<file path="src/tcg_pkg.sv">
// package: register map, field positions and carrier types for the timer clock gate
package tcg_pkg;

  // register byte offsets on the apb bus
  localparam logic [11:0] TCG_CTRL_OFF = 12'h000;
  localparam logic [11:0] TCG_TICKS_OFF = 12'h004;
  localparam logic [11:0] TCG_STAT_OFF = 12'h008;

  // control register field positions
  localparam int TCG_CLK_SRC_BIT = 1;
  localparam int TCG_SYNC_BIT = 2;
  localparam int TCG_PRESC_LO_BIT = 4;
  localparam int TCG_GATE_BIT = 6;

  // implemented control bits; bits 0, 3 and 7 are unimplemented
  localparam logic [7:0] TCG_CTRL_MASK = 8'h76;
  localparam logic [7:0] TCG_CTRL_RESET = 8'h00;
  localparam logic [15:0] TCG_TICKS_RESET = 16'h0000;

  // status register field positions
  localparam int TCG_STAT_EXT_BIT = 0;
  localparam int TCG_STAT_GATE_BIT = 1;
  localparam int TCG_STAT_PEND_BIT = 2;
  localparam int TCG_STAT_PCNT_LO = 8;

  // internal clock is the oscillator divided by two
  localparam int TCG_INT_DIV = 2;

  // prescale ratios
  localparam int TCG_RATIO_1 = 1;
  localparam int TCG_RATIO_8 = 8;
  localparam int TCG_RATIO_64 = 64;
  localparam int TCG_RATIO_256 = 256;

  typedef enum logic [1:0] {
    TCG_PS_1 = 2'b00,
    TCG_PS_8 = 2'b01,
    TCG_PS_64 = 2'b10,
    TCG_PS_256 = 2'b11
  } tcg_presc_t;

  typedef struct packed {
    logic gated_accumulation_enable;
    tcg_presc_t input_prescale_select;
    logic external_clock_sync_select;
    logic clock_source_select;
  } tcg_ctrl_t;

  typedef struct packed {
    logic psel;
    logic penable;
    logic pwrite;
    logic [11:0] paddr;
    logic [31:0] pwdata;
    logic [3:0] pstrb;
  } tcg_apb_req_t;

  typedef struct packed {
    logic [31:0] prdata;
    logic pready;
    logic pslverr;
  } tcg_apb_rsp_t;

endpackage : tcg_pkg

</file>
<file path="src/tcg_timer_clk_ctrl.sv">
// timer count-input control: source select, sync, gating and prescaler behind apb
//
// Operation
// - With the source bit at 0 the timer counts from the internal clock at oscillator/2.
// - With the source bit at 1 the count input comes from the extended clock instead.
// - The prescale field divides the input: 11 gives 1:256, 10 gives 1:64, 01 gives 1:8, 00 1:1.
// - Extended clock with the sync bit at 1 is synchronised to the internal clock first.
// - Extended clock with the sync bit at 0 drives the counting path directly.
// - With the internal clock selected the sync bit has no effect.
// - With the internal clock selected the gate bit at 1 turns on gated accumulation.
// - With the gate bit at 0 counting does not depend on the gate input.
// - With the extended clock selected the gate bit is ignored.
// - Control bits 0, 3 and 7 always read as zero.
//
// Chosen here: register access over APB and the register offsets.
`timescale 1ns/1ps
module tcg_timer_clk_ctrl
  import tcg_pkg::*;
(
  input wire logic clk, // system clock, the oscillator
  input wire logic rst, // asynchronous reset, active high
  input wire tcg_apb_req_t apb_req, // apb request from the bus master
  output tcg_apb_rsp_t apb_rsp, // apb response
  input wire logic ext_clk_pin, // external timer clock pin
  input wire logic gate_pin, // timer gate pin
  output logic count_tick, // one-cycle pulse: advance the timer by one
  output logic gate_mode_active // gated accumulation in force
);

  typedef struct packed {
    tcg_ctrl_t ctrl;
    logic int_phase;
    logic ext_prev;
    logic ext_pend;
    logic [7:0] pcnt;
    logic tick;
    logic [15:0] ticks;
    logic [31:0] rdata;
    logic rd_err;
  } tcg_state_t;

  tcg_state_t st_q;
  tcg_state_t st_d;

  logic [1:0] pins_sync;
  logic ext_lvl;
  logic gate_lvl;

  logic setup_ph;
  logic access_ph;
  logic wr_en;
  logic int_en;
  logic ext_edge;
  logic src_tick;
  logic presc_last;
  logic gated;

  // terminal count of the prescaler for a given code
  function automatic logic [7:0] presc_top(input tcg_presc_t code);
    logic [7:0] top;
    top = 8'h00;
    unique case (code)
      TCG_PS_1: top = 8'(TCG_RATIO_1 - 1);
      TCG_PS_8: top = 8'(TCG_RATIO_8 - 1);
      TCG_PS_64: top = 8'(TCG_RATIO_64 - 1);
      TCG_PS_256: top = 8'(TCG_RATIO_256 - 1);
    endcase
    return top;
  endfunction : presc_top

  // address decode shared by write and error paths
  function automatic logic addr_mapped(input logic [11:0] addr);
    logic hit;
    hit = (addr == TCG_CTRL_OFF) || (addr == TCG_TICKS_OFF) || (addr == TCG_STAT_OFF);
    return hit;
  endfunction : addr_mapped

  // control register as seen by software
  function automatic logic [31:0] ctrl_word(input tcg_ctrl_t c);
    logic [31:0] w;
    w = 32'h0000_0000;
    w[TCG_CLK_SRC_BIT] = c.clock_source_select;
    w[TCG_SYNC_BIT] = c.external_clock_sync_select;
    w[TCG_PRESC_LO_BIT +: 2] = c.input_prescale_select;
    w[TCG_GATE_BIT] = c.gated_accumulation_enable;
    return w;
  endfunction : ctrl_word

  tcg_sync #(
    .WIDTH(2)
  ) u_pin_sync (
    .clk(clk),
    .rst(rst),
    .async_in({gate_pin, ext_clk_pin}),
    .sync_out(pins_sync)
  );

  assign ext_lvl = pins_sync[0];
  assign gate_lvl = pins_sync[1];

  // apb phases; the slave never inserts wait states
  assign setup_ph = apb_req.psel && !apb_req.penable;
  assign access_ph = apb_req.psel && apb_req.penable;
  assign wr_en = access_ph && apb_req.pwrite && addr_mapped(apb_req.paddr);

  // internal clock enable at oscillator/2
  assign int_en = st_q.int_phase;

  assign ext_edge = ext_lvl && !st_q.ext_prev;

  // gating applies only on the internal source
  assign gated = !st_q.ctrl.clock_source_select
                 && st_q.ctrl.gated_accumulation_enable;

  // count source selection
  always_comb begin
    src_tick = 1'b0;
    if (!st_q.ctrl.clock_source_select) begin
      // sync bit is not looked at on this path
      if (gated) begin
        src_tick = int_en && gate_lvl;
      end else begin
        src_tick = int_en;
      end
    end else if (st_q.ctrl.external_clock_sync_select) begin
      // edge waits for the internal clock phase
      src_tick = (st_q.ext_pend || ext_edge) && int_en;
    end else begin
      // no alignment to the internal clock: edge goes straight on
      src_tick = ext_edge;
    end
  end

  // the field picks the terminal count; >= would also end a count sitting above a
  // shorter terminal count, but a control write clears the count when the ratio changes
  assign presc_last = (st_q.pcnt >= presc_top(st_q.ctrl.input_prescale_select));

  // control fields taken from a written word; the unused positions are dropped here
  function automatic tcg_ctrl_t ctrl_from_word(input logic [7:0] w);
    tcg_ctrl_t c;
    c = '0;
    c.clock_source_select = w[TCG_CLK_SRC_BIT];
    c.external_clock_sync_select = w[TCG_SYNC_BIT];
    c.input_prescale_select = tcg_presc_t'(w[TCG_PRESC_LO_BIT +: 2]);
    c.gated_accumulation_enable = w[TCG_GATE_BIT];
    return c;
  endfunction : ctrl_from_word

  localparam tcg_ctrl_t CTRL_INIT = ctrl_from_word(TCG_CTRL_RESET);

  // status word: live view of the count path
  function automatic logic [31:0] stat_word(input tcg_state_t s, input logic g);
    logic [31:0] w;
    w = 32'h0000_0000;
    w[TCG_STAT_EXT_BIT] = s.ctrl.clock_source_select;
    w[TCG_STAT_GATE_BIT] = g;
    w[TCG_STAT_PEND_BIT] = s.ext_pend;
    w[TCG_STAT_PCNT_LO +: 8] = s.pcnt;
    return w;
  endfunction : stat_word

  // read multiplexer; an unmapped address reads as zero
  function automatic logic [31:0] read_word(input logic [11:0] addr, input tcg_state_t s,
                                            input logic g);
    logic [31:0] w;
    w = 32'h0000_0000;
    if (addr == TCG_CTRL_OFF) begin
      w = ctrl_word(s.ctrl);
    end else if (addr == TCG_TICKS_OFF) begin
      w = {16'h0000, s.ticks};
    end else if (addr == TCG_STAT_OFF) begin
      w = stat_word(s, g);
    end
    return w;
  endfunction : read_word

  // next pending flag of the synchronised path: an edge that arrives off the internal
  // phase waits for it; the edge detector keeps two rising edges at least two cycles apart
  function automatic logic pend_next(input logic sync_on, input logic edge_seen,
                                     input logic pend, input logic phase);
    logic p;
    p = pend;
    if (!sync_on) begin
      p = 1'b0;
    end else if (edge_seen && !phase) begin
      p = 1'b1;
    end else if (phase) begin
      p = 1'b0;
    end
    return p;
  endfunction : pend_next

  logic ctrl_wr;
  logic ext_sync_on;
  logic rd_fault;
  logic [31:0] rd_word;

  // only the control register is writable; the other words are read-only views
  assign ctrl_wr = wr_en && (apb_req.paddr == TCG_CTRL_OFF) && apb_req.pstrb[0];

  assign ext_sync_on = st_q.ctrl.clock_source_select
                       && st_q.ctrl.external_clock_sync_select;

  // read data is captured in the setup cycle so that it comes from a flip-flop
  assign rd_word = read_word(apb_req.paddr, st_q, gated);
  assign rd_fault = !addr_mapped(apb_req.paddr);

  always_comb begin
    st_d = st_q;
    st_d.tick = 1'b0;

    // free-running phase of the internal clock at oscillator/2
    st_d.int_phase = !st_q.int_phase;

    // edge detector history follows the synchronised pin
    st_d.ext_prev = ext_lvl;

    st_d.ext_pend = pend_next(ext_sync_on, ext_edge, st_q.ext_pend, int_en);

    // a control write restarts the prescaler so the new ratio starts from a clean
    // count; the tick that would fall in that cycle is dropped
    if (ctrl_wr) begin
      st_d.ctrl = ctrl_from_word(apb_req.pwdata[7:0]);
      st_d.pcnt = 8'h00;
    end else if (src_tick) begin
      if (presc_last) begin
        st_d.pcnt = 8'h00;
        st_d.tick = 1'b1;
      end else begin
        st_d.pcnt = st_q.pcnt + 8'h01;
      end
    end

    // running count of delivered ticks; wraps silently at 16 bits
    st_d.ticks = st_q.ticks + {15'h0000, st_q.tick};

    if (setup_ph) begin
      st_d.rdata = rd_word;
      st_d.rd_err = rd_fault;
    end
  end

  always_ff @(posedge clk or posedge rst) begin
    if (rst) begin
      st_q <= '0;
      st_q.ctrl <= CTRL_INIT;
      st_q.ticks <= TCG_TICKS_RESET;
    end else begin
      st_q <= st_d;
    end
  end

  // zero wait states: the access cycle is always the last one
  always_comb begin
    apb_rsp = '0;
    apb_rsp.prdata = st_q.rdata;
    apb_rsp.pready = access_ph;
    apb_rsp.pslverr = access_ph && st_q.rd_err;
  end

  assign count_tick = st_q.tick;
  assign gate_mode_active = gated;

endmodule : tcg_timer_clk_ctrl

</file>
<file path="src/tcg_sync.sv">
// two flip-flop synchroniser for asynchronous pin inputs
`timescale 1ns/1ps
module tcg_sync
  import tcg_pkg::*;
#(
  parameter int WIDTH = 2
) (
  input wire logic clk, // system clock
  input wire logic rst, // asynchronous reset, active high
  input wire logic [WIDTH-1:0] async_in, // pins from outside the clock domain
  output logic [WIDTH-1:0] sync_out // levels safe to use in the clk domain
);

  typedef struct packed {
    logic [WIDTH-1:0] meta;
    logic [WIDTH-1:0] stable;
  } tcg_sync_st_t;

  tcg_sync_st_t st_q;
  tcg_sync_st_t st_d;

  // the first stage feeds only the second stage
  always_comb begin
    st_d = st_q;
    st_d.meta = async_in;
    st_d.stable = st_q.meta;
  end

  always_ff @(posedge clk or posedge rst) begin
    if (rst) begin
      st_q <= '0;
    end else begin
      st_q <= st_d;
    end
  end

  assign sync_out = st_q.stable;

endmodule : tcg_sync

</file>
<file path="config.mk">
export PLATFORM = sky130hd
export DESIGN_NAME = tcg_timer_clk_ctrl
export DESIGN_NICKNAME = d
export VERILOG_FILES = /design/src/tcg_pkg.sv /design/src/tcg_timer_clk_ctrl.sv /design/src/tcg_sync.sv
export SDC_FILE = /design/constraint.sdc
export NUM_CORES = 1
export LEC_CHECK = 0
export ABC_AREA = 1
export BUFFER_PORTS_ARGS = -buffer_cell sky130_fd_sc_hd__buf_4
export CAP_MARGIN = 10
export CORE_UTILIZATION = 30
export DETAILED_ROUTE_END_ITERATION = 10
export PLACE_DENSITY = 0.48
export SLEW_MARGIN = 25
export SYNTH_ARGS = -nofsm -noshare
export SYNTH_HDL_FRONTEND = slang
export SYNTH_SLANG_ARGS = --single-unit
</file>
<file path="constraint.sdc">
create_clock -name clk -period 2.6 [get_ports clk]
set_input_delay 0.13 -clock clk [delete_from_list [all_inputs] [get_ports clk]]
set_output_delay 0.13 -clock clk [all_outputs]
set_load 0.03 [all_outputs]
</file>
==> run_results.csv, run 1 <==
group,metric,value,unit
outcome,status,"complete, but fails checks",
outcome,violations,"hold timing",
floorplan,initial_core_util,0.310,
cts,clock_path_buffers,2,
logic_synthesis,synthTopCellsByArea,"dfrtp_1 44%, nand2_1 9.0%, buf_4 8.4%",
setup_path,rr_startpoint,"st_q[64]",
power,ir_drop,0.221,mV
floorplan,die_y,103,um
place,placed_cells_incl_taps,501,
setup_path,worstPathArrival,2.09,ns
grt,grt_max_degree,55,
route,vias,2156,
floorplan,die_w,103,um
cts,numCtsBuffers,5,
setup_path,path_cells,"or2_2 > ha_1 > inv_1 > nand2_1 > nand2_1 > nand2_1 > nand2_1 > nand2_1 > nand2_1 > nand2_1 > nand2_2 > nand3_1 > nand2_1",
setup_path,crit_fanout,9,
setup_path,crit_slowest_cell,"dfrtp_1",
setup_path,reg2reg_depth,13,
sta,period_share,0.711,
place,numPortBuffers,44,
layout,final_cells,511,
logic_synthesis,synth_area_per_cell,8.88,um2
sta,fmax,0.541,GHz
setup_path,critPathCaptureType,"flop",
logic_synthesis,yosysMostFrequentCell,"nand2_1",
setup_path,critPathBufInv,1,
sta,skew,0.00642,ns
sta,fin_ws,0.753,ns
logic_synthesis,synth_commonest_cells,"73 x nand2_1, 54 x dfrtp_1, 35 x nand3_1",
setup_path,cpMostUsedCell,"nand2_1",
layout,nNetsFinal,441,
cts,clkLatencyLatePin,0.31,ns
grt,grt_overflow,0,
layout,layout-drive-gt1-share,0.243,
sta,final-setup-viol-count,0,
setup_path,critPathLaunch,"st_q[64]",
layout,syn_to_final_growth,14.0,%
layout,insertedDiodeCount,0,
place,dp_hpwl,4450,um
route,drc_errors,0,
power,p_per_area,484,nW/um2
grt,grt_pass1_wl,10000,um
logic_synthesis,ys_seq_area_frac,0.444,
floorplan,core-area,9820,um2
sta,worst_hold_slack,-0.00267,ns
hold_path,hp-class,"primary input to asynchronous set/reset pin",
logic_synthesis,yosys_most_used_dff,"dfrtp_1",
cts,clock-sinks,54,
floorplan,rows,36,
route,drt-total-wl,5900,um
setup_path,path_class,"flop to flop",
logic_synthesis,synth_top_area_cell,"dfrtp_1",
sta,tns,0,ns
cts,root_buffer,"clkbuf_8",
place,dp_slack,0.771,ns
setup_path,rrSetupSlack,0.75,ns
sta,rsz0062_at_grt,"no",
route,vias_per_cell,4.22,
setup_path,critPathTopFamily,"simple AND/OR/NAND/NOR gates",
logic_synthesis,async_reset_ff_frac,1.00,
cts,htreeDepth,2,
sta,slew_headroom,0.540,
sta,worst_pin_slew,0.690,ns
sta,report.final.hold_viol_count,3,
setup_path,slowest_delay,0.42,ns
setup_path,crit_path_start_kind,"flop",
route,drt_iter0_markers,61,
logic_synthesis,synth_top_area_share,0.444,
power,power.total,1.68,mW
sta,fin_crit,1.85,ns
route,antenna_left,0,
power,p_leak,1.76,nW
route,firstDrtPassIters,4,
setup_path,cp.required,2.85,ns
cts,path_clk_slew,0.09,ns
place,gp_congestion,0.757,
sta,final_max_slew_viol_count,0,
layout,nFillCells,1048,
floorplan,io_pins,91,
logic_synthesis,ys_types,36,
logic_synthesis,netlist_area,3040,um2
logic_synthesis,ys_seq_elements,54,
grt,grt_pass1_vias,2111,
logic_synthesis,synth.yosys.warnings,0,
route,routedWlPerCell,11.5,um
floorplan,floorplan.die_area,10600,um2
logic_synthesis,synthCells,343,
logic_synthesis,synth_edf_count,0,
job,drv_cap,0,
grt,grt_use_total,0.123,
cts,cts_tree,"done",
grt,antenna_found_initial,0,
setup_path,reg2reg_to,"st_q[54]",
## cells in the final DEF, fill, tap and decap left out, drive strengths merged
cell,count
ha,9
nand3b,1
nand4,2
mux2,3
a21oi,9
o21ai,10
nor3,5
nand2,79
dfrtp,54
nor2,33
dlygate4sd3,2
o211ai,5
conb,16
nand3,38
or2,2
nor4,1
xor2,12
buf,45
clkinv,2
clkbuf,7
inv,36
xnor2,7
## through the flow
stage | area (um2) | util | hold WS, ns
4_1_cts | 3470 | 0.353 | 0.0352
2_1_floorplan | 3100 | - | 0.161
3_5_place_dp | 3350 | 0.341 | 0.241
6_report | 3470 | 0.353 | -0.00267
3_3_place_gp | 3350 | 0.341 | 0.241
5_1_grt | 3470 | 0.353 | 0.0341
## per-layer routing
metal	track usage	vias up	wire length [um]
met2	0.198	31	2740
li1	-	1106	-
met5	0	-	0
met3	0.0231	9	169
met4	0.0390	0	83
met1	0.167	1010	2910
## area by class of cell
class	count	area, um2	share of cell area
timing repair buffer	47	358	0.103
clock buffer	7	96.3	0.0278
clock inverter	1	8.76	0.00252
multi-input combinational	232	1350	0.388
sequential	54	1350	0.389
tap	133	166	0.0479
inverter	37	143	0.0411
## how the worst max path moves through the flow
stage / depth (start not counted) / slack (ns) / endpoint
finish: 13 / 0.75 / st_q[54]
floorplan: 9 / 0.90 / st_q[47]
global placement: 13 / 0.78 / st_q[53]
CTS: 13 / 0.74 / st_q[54]
global route: 13 / 0.56 / st_q[56]
detailed placement: 13 / 0.77 / st_q[54]
## power breakdown
part	switching, mW	internal [mW]	leakage [nW]
combinational	0.136	0.0892	0.988
clock	0.281	0.245	0.0544
sequential	0.0566	0.871	0.720
## flip-flops by register name (all words and copies together), names as in the netlist
| register | count |
|---|---|
| st_q | 32 |
| apb_rsp | 16 |
| u_pin_sync.st_d | 2 |
| u_pin_sync.sync_out | 2 |
| count_tick | 1 |
| int_en | 1 |
## timing repair
action,4_1_cts,5_1_grt
hold endpoints to repair,2,0
buffers inserted,0,0
hold buffers,2,0
endpoints found under the setup margin,0,0
resized for setup,0,0
## cell families after synthesis
logic type | Yosys count | share of synthesized area
other | 1 | 0.00123
flip-flops | 54 | 0.444
AND/OR/NAND/NOR | 161 | 0.267
buffers and inverters | 72 | 0.132
XOR/XNOR | 19 | 0.0547
multiplexers | 3 | 0.0148
adder cells (fa/ha/maj) | 9 | 0.0370
AO/OA/AOI/OAI | 24 | 0.0493
## tightest hold or removal path, cell delays in order
cell and delay, ns:
buf_4 0.11, inv_2 0.03, buf_4 0.53
Note: power is estimated with default switching activity, not from simulation.
==> run 2: changes to the inputs <==
--- a/config.mk
+++ b/config.mk
@@ -5,12 +5,12 @@
 export SDC_FILE = /design/constraint.sdc
 export NUM_CORES = 1
 export LEC_CHECK = 0
-export ABC_AREA = 1
+export ABC_AREA = 0
 export BUFFER_PORTS_ARGS = -buffer_cell sky130_fd_sc_hd__buf_4
 export CAP_MARGIN = 10
 export CORE_UTILIZATION = 30
 export DETAILED_ROUTE_END_ITERATION = 10
-export PLACE_DENSITY = 0.48
+export PLACE_DENSITY = 0.49
 export SLEW_MARGIN = 25
 export SYNTH_ARGS = -nofsm -noshare
 export SYNTH_HDL_FRONTEND = slang
==> constraint.sdc (replaced) <==
create_clock -name clk -period 1.9 [get_ports clk]
set_input_delay 0.095 -clock clk [delete_from_list [all_inputs] [get_ports clk]]
set_output_delay 0.095 -clock clk [all_outputs]
set_load 0.03 [all_outputs]
==> run 2 against run 1 <==
The run ends with setup timing left. Cell area is 6.6% higher. Non-clock buffer count increased by 37. Final cell count shrank 8.2%. Total power is 100% higher. Clock skew is 0.00073 ns higher. Combinational power rose to 5.2 times the previous value. Critical endpoint is now st_q[57].
==> run_results.csv, run 2 <==
group,metric,value,unit
layout,largest_reg_flops,32,
cts,clock_path_buffers,2,
setup_path,crit_fanout,5,
sta,fin_ws,-0.0670,ns
logic_synthesis,synth_top_area_share,0.465,
outcome,violations,"setup timing",
hold_path,hold_path_startpoint,"apb_req[9]",
cts,numCtsBuffers,5,
grt,antenna_found_initial,0,
cts,cts_tree,"done",
setup_path,slowest_delay,0.40,ns
hold_path,hold_depth,3,
setup_path,reg2reg_to,"st_q[57]",
route,drt_iter0_markers,99,
logic_synthesis,yosysMostFrequentCell,"dfrtp_1",
sta,worst_pin_slew,0.506,ns
floorplan,core-area,9330,um2
floorplan,rows,35,
layout,insertedDiodeCount,0,
logic_synthesis,synth_top_area_cell,"dfrtp_1",
floorplan,die_w,100,um
power,p_leak,1.83,nW
logic_synthesis,synthXorXnorAreaFrac,0.0422,
outcome,status,"complete, but fails checks",
setup_path,cp.required,2.10,ns
layout,largest_register,"st_q",
setup_path,crit_slowest_cell,"dfrtp_1",
layout,nFillCells,928,
logic_synthesis,synth.yosys.warnings,0,
hold_path,whs_endpoint,"st_q[64]",
cts,path_clk_slew,0.10,ns
setup_path,crit_path_start_kind,"flop",
floorplan,floorplan.die_area,10100,um2
logic_synthesis,ys_seq_area_frac,0.465,
route,vias,2163,
logic_synthesis,synthTopCellsByArea,"dfrtp_1 47%, buf_4 8.8%, a222oi_1 4.1%",
sta,fmax,0.508,GHz
grt,grt_pass1_wl,10800,um
logic_synthesis,ys_seq_elements,54,
job,drv_cap,0,
power,internal_power,2.31,mW
layout,nNetsFinal,403,
logic_synthesis,synth_commonest_cells,"54 x dfrtp_1, 34 x buf_4, 26 x nand2_1",
logic_synthesis,muxShareOfSynthArea,0.0155,
power,seq_power_share,0.418,
setup_path,worstPathArrival,2.16,ns
hold_path,hp-class,"primary input to flop",
logic_synthesis,synth_fa_ha_area_frac,0.0388,
sta,final_max_slew_viol_count,0,
setup_path,reg2reg_depth,8,
floorplan,io_pins,91,
power,p_clk_frac,0.239,
grt,grt_use_total,0.138,
cts,htreeDepth,2,
layout,layout.cells.most_common,"buf_4",
grt,grt_max_degree,46,
setup_path,critPathCaptureType,"flop",
power,combPwrFrac,0.343,
setup_path,path_cells,"nor2_2 > inv_1 > ha_1 > nand2b_4 > a31oi_4 > o311ai_4 > a21oi_1 > o31a_2",
sta,skew,0.00715,ns
layout,mostFrequentLayoutCells,"78 x buf_4, 54 x dfrtp_1, 24 x nand2_1",
logic_synthesis,yosys_most_used_dff,"dfrtp_1",
power,switching_share,0.328,
cts,clkLatencyLatePin,0.31,ns
setup_path,rr_startpoint,"st_q[63]",
floorplan,initial_core_util,0.311,
grt,grt_overflow,0,
place,gp_congestion,0.795,
sta,report.final.hold_viol_count,0,
cts,clock-sinks,54,
sta,fin_crit,1.97,ns
place,dp_hpwl,4830,um
route,firstDrtPassIters,5,
route,drc_errors,0,
sta,slew_headroom,0.662,
place,dp_slack,-0.166,ns
power,power.switching,1.13,mW
logic_synthesis,netlist_area,2910,um2
layout,syn_to_final_growth,27.3,%
sta,period_share,1.04,
cts,root_buffer,"clkbuf_8",
floorplan,die_y,100,um
route,antenna_left,0,
route,vias_per_cell,4.61,
layout,final_cells,469,
logic_synthesis,synth_edf_count,0,
logic_synthesis,synth_top_family_by_area,"simple AND/OR/NAND/NOR gates",
place,numPortBuffers,44,
sta,final-setup-viol-count,7,
logic_synthesis,synthCells,272,
sta,rsz0062_at_grt,"yes",
route,drt-total-wl,6380,um
logic_synthesis,yosys.area_share.simple,0.168,
power,p_per_area,930,nW/um2
grt,grt_pass1_vias,2218,
route,routedWlPerCell,13.6,um
layout,layout-drive-gt1-share,0.350,
logic_synthesis,async_reset_ff_frac,1.00,
logic_synthesis,ys_types,45,
setup_path,path_class,"flop to flop",
logic_synthesis,synth_area_per_cell,10.7,um2
place,placed_cells_incl_taps,451,
setup_path,rrSetupSlack,-0.07,ns
layout,final_core_util,0.397,
logic_synthesis,synth_compound_area_frac,0.145,
power,ir_drop,0.397,mV
## run 2: cell types whose count changed in the layout (fill, tap and decap cells not counted), sizes merged, moves of 5 or more
cell	previous run	this run
nand2b	0	6
inv	36	22
a222oi	0	12
nand2	79	26
nor2	33	7
nand3	38	16
o211ai	5	0
a22o	0	6
xor2	12	4
buf	45	79
## run 2: final cells by class
class / count / area, um2 / share of cell area
clock buffers: 6 / 82.6 / 0.0223
clock inverters: 2 / 38.8 / 0.0105
inverters: 21 / 81.3 / 0.0220
multi-input cells: 173 / 1330 / 0.359
flip-flops and latches: 54 / 1350 / 0.365
well taps: 129 / 161 / 0.0436
repair buffers: 84 / 656 / 0.177
## run 2: worst max-delay path: cells and delay by family (launching register included)
family | cells | cell delay (ns)
adders and majority gates | 1 | 0.27
AOI/OAI and AO/OA | 4 | 0.88
and+or+nand+nor | 2 | 0.26
DFF | 1 | 0.40
buffers and inverters | 1 | 0.05
## run 2: layer usage
| layer | track usage | up-vias | routed length (um) | part of all wire |
|---|---|---|---|---|
| li1 | - | 1054 | - | - |
| met1 | 0.183 | 1058 | 2990 | 0.47 |
| met2 | 0.226 | 40 | 3070 | 0.48 |
| met3 | 0.0237 | 11 | 200 | 0.031 |
| met4 | 0.0546 | 0 | 119 | 0.019 |
| met5 | 0 | - | 0 | 0 |
## run 2: logic make-up (layout without fill, tap and decap cells)
group | count (synthesis) | in the layout
flip-flops | 54 | 54
multiplexers | 4 | 4
other | 1 | 16
adder cells (fa/ha/maj) | 9 | 9
buffers and inverters | 60 | 113
XOR/XNOR | 14 | 14
AND/OR/NAND/NOR | 81 | 81
AO/OA/AOI/OAI | 49 | 49
## run 2: power groups by stage
stage                     sequential, mW  combinational (mW)  clock [mW]
after global placement              1.44                1.04           0
after floorplan                     1.46               0.608           0
final                               1.44                1.18       0.824
after global routing                1.46                1.31       0.897
after detailed placement            1.45                1.05           0
after CTS                           1.44                1.12       0.850
## run 2: through the flow
step / TNS (ns) / total power [mW] / instance area (um2) / hold slack, ns
2_1_floorplan: -0.0652 / 2.07 / 2960 / 0.126
5_1_grt: -1.45 / 3.67 / 3700 / 0.000909
4_1_cts: -0.213 / 3.41 / 3640 / 0.00744
3_3_place_gp: -0.893 / 2.48 / 3410 / 0.0563
6_report: -0.235 / 3.44 / 3700 / 0.0195
3_5_place_dp: -0.985 / 2.50 / 3410 / 0.0574
## run 2: what timing repair did
action                                  4_1_cts  5_1_grt
endpoints found under the setup margin        9        9
pin swaps                                     4        3
resized for setup                            12        5
buffers inserted                              4        2
hold buffers                                  3        2
endpoints found under the hold margin        11        2
## run 2: worst max path at each step
stage	depth (start not counted)	startpoint	endpoint	slack, ns
floorplan	8	st_q[64]	st_q[57]	-0.07
global placement	9	st_q[63]	st_q[57]	-0.15
detailed placement	9	st_q[63]	st_q[57]	-0.17
CTS	8	st_q[63]	st_q[57]	-0.06
global route	8	st_q[63]	st_q[57]	-0.21
finish	8	st_q[63]	st_q[57]	-0.07
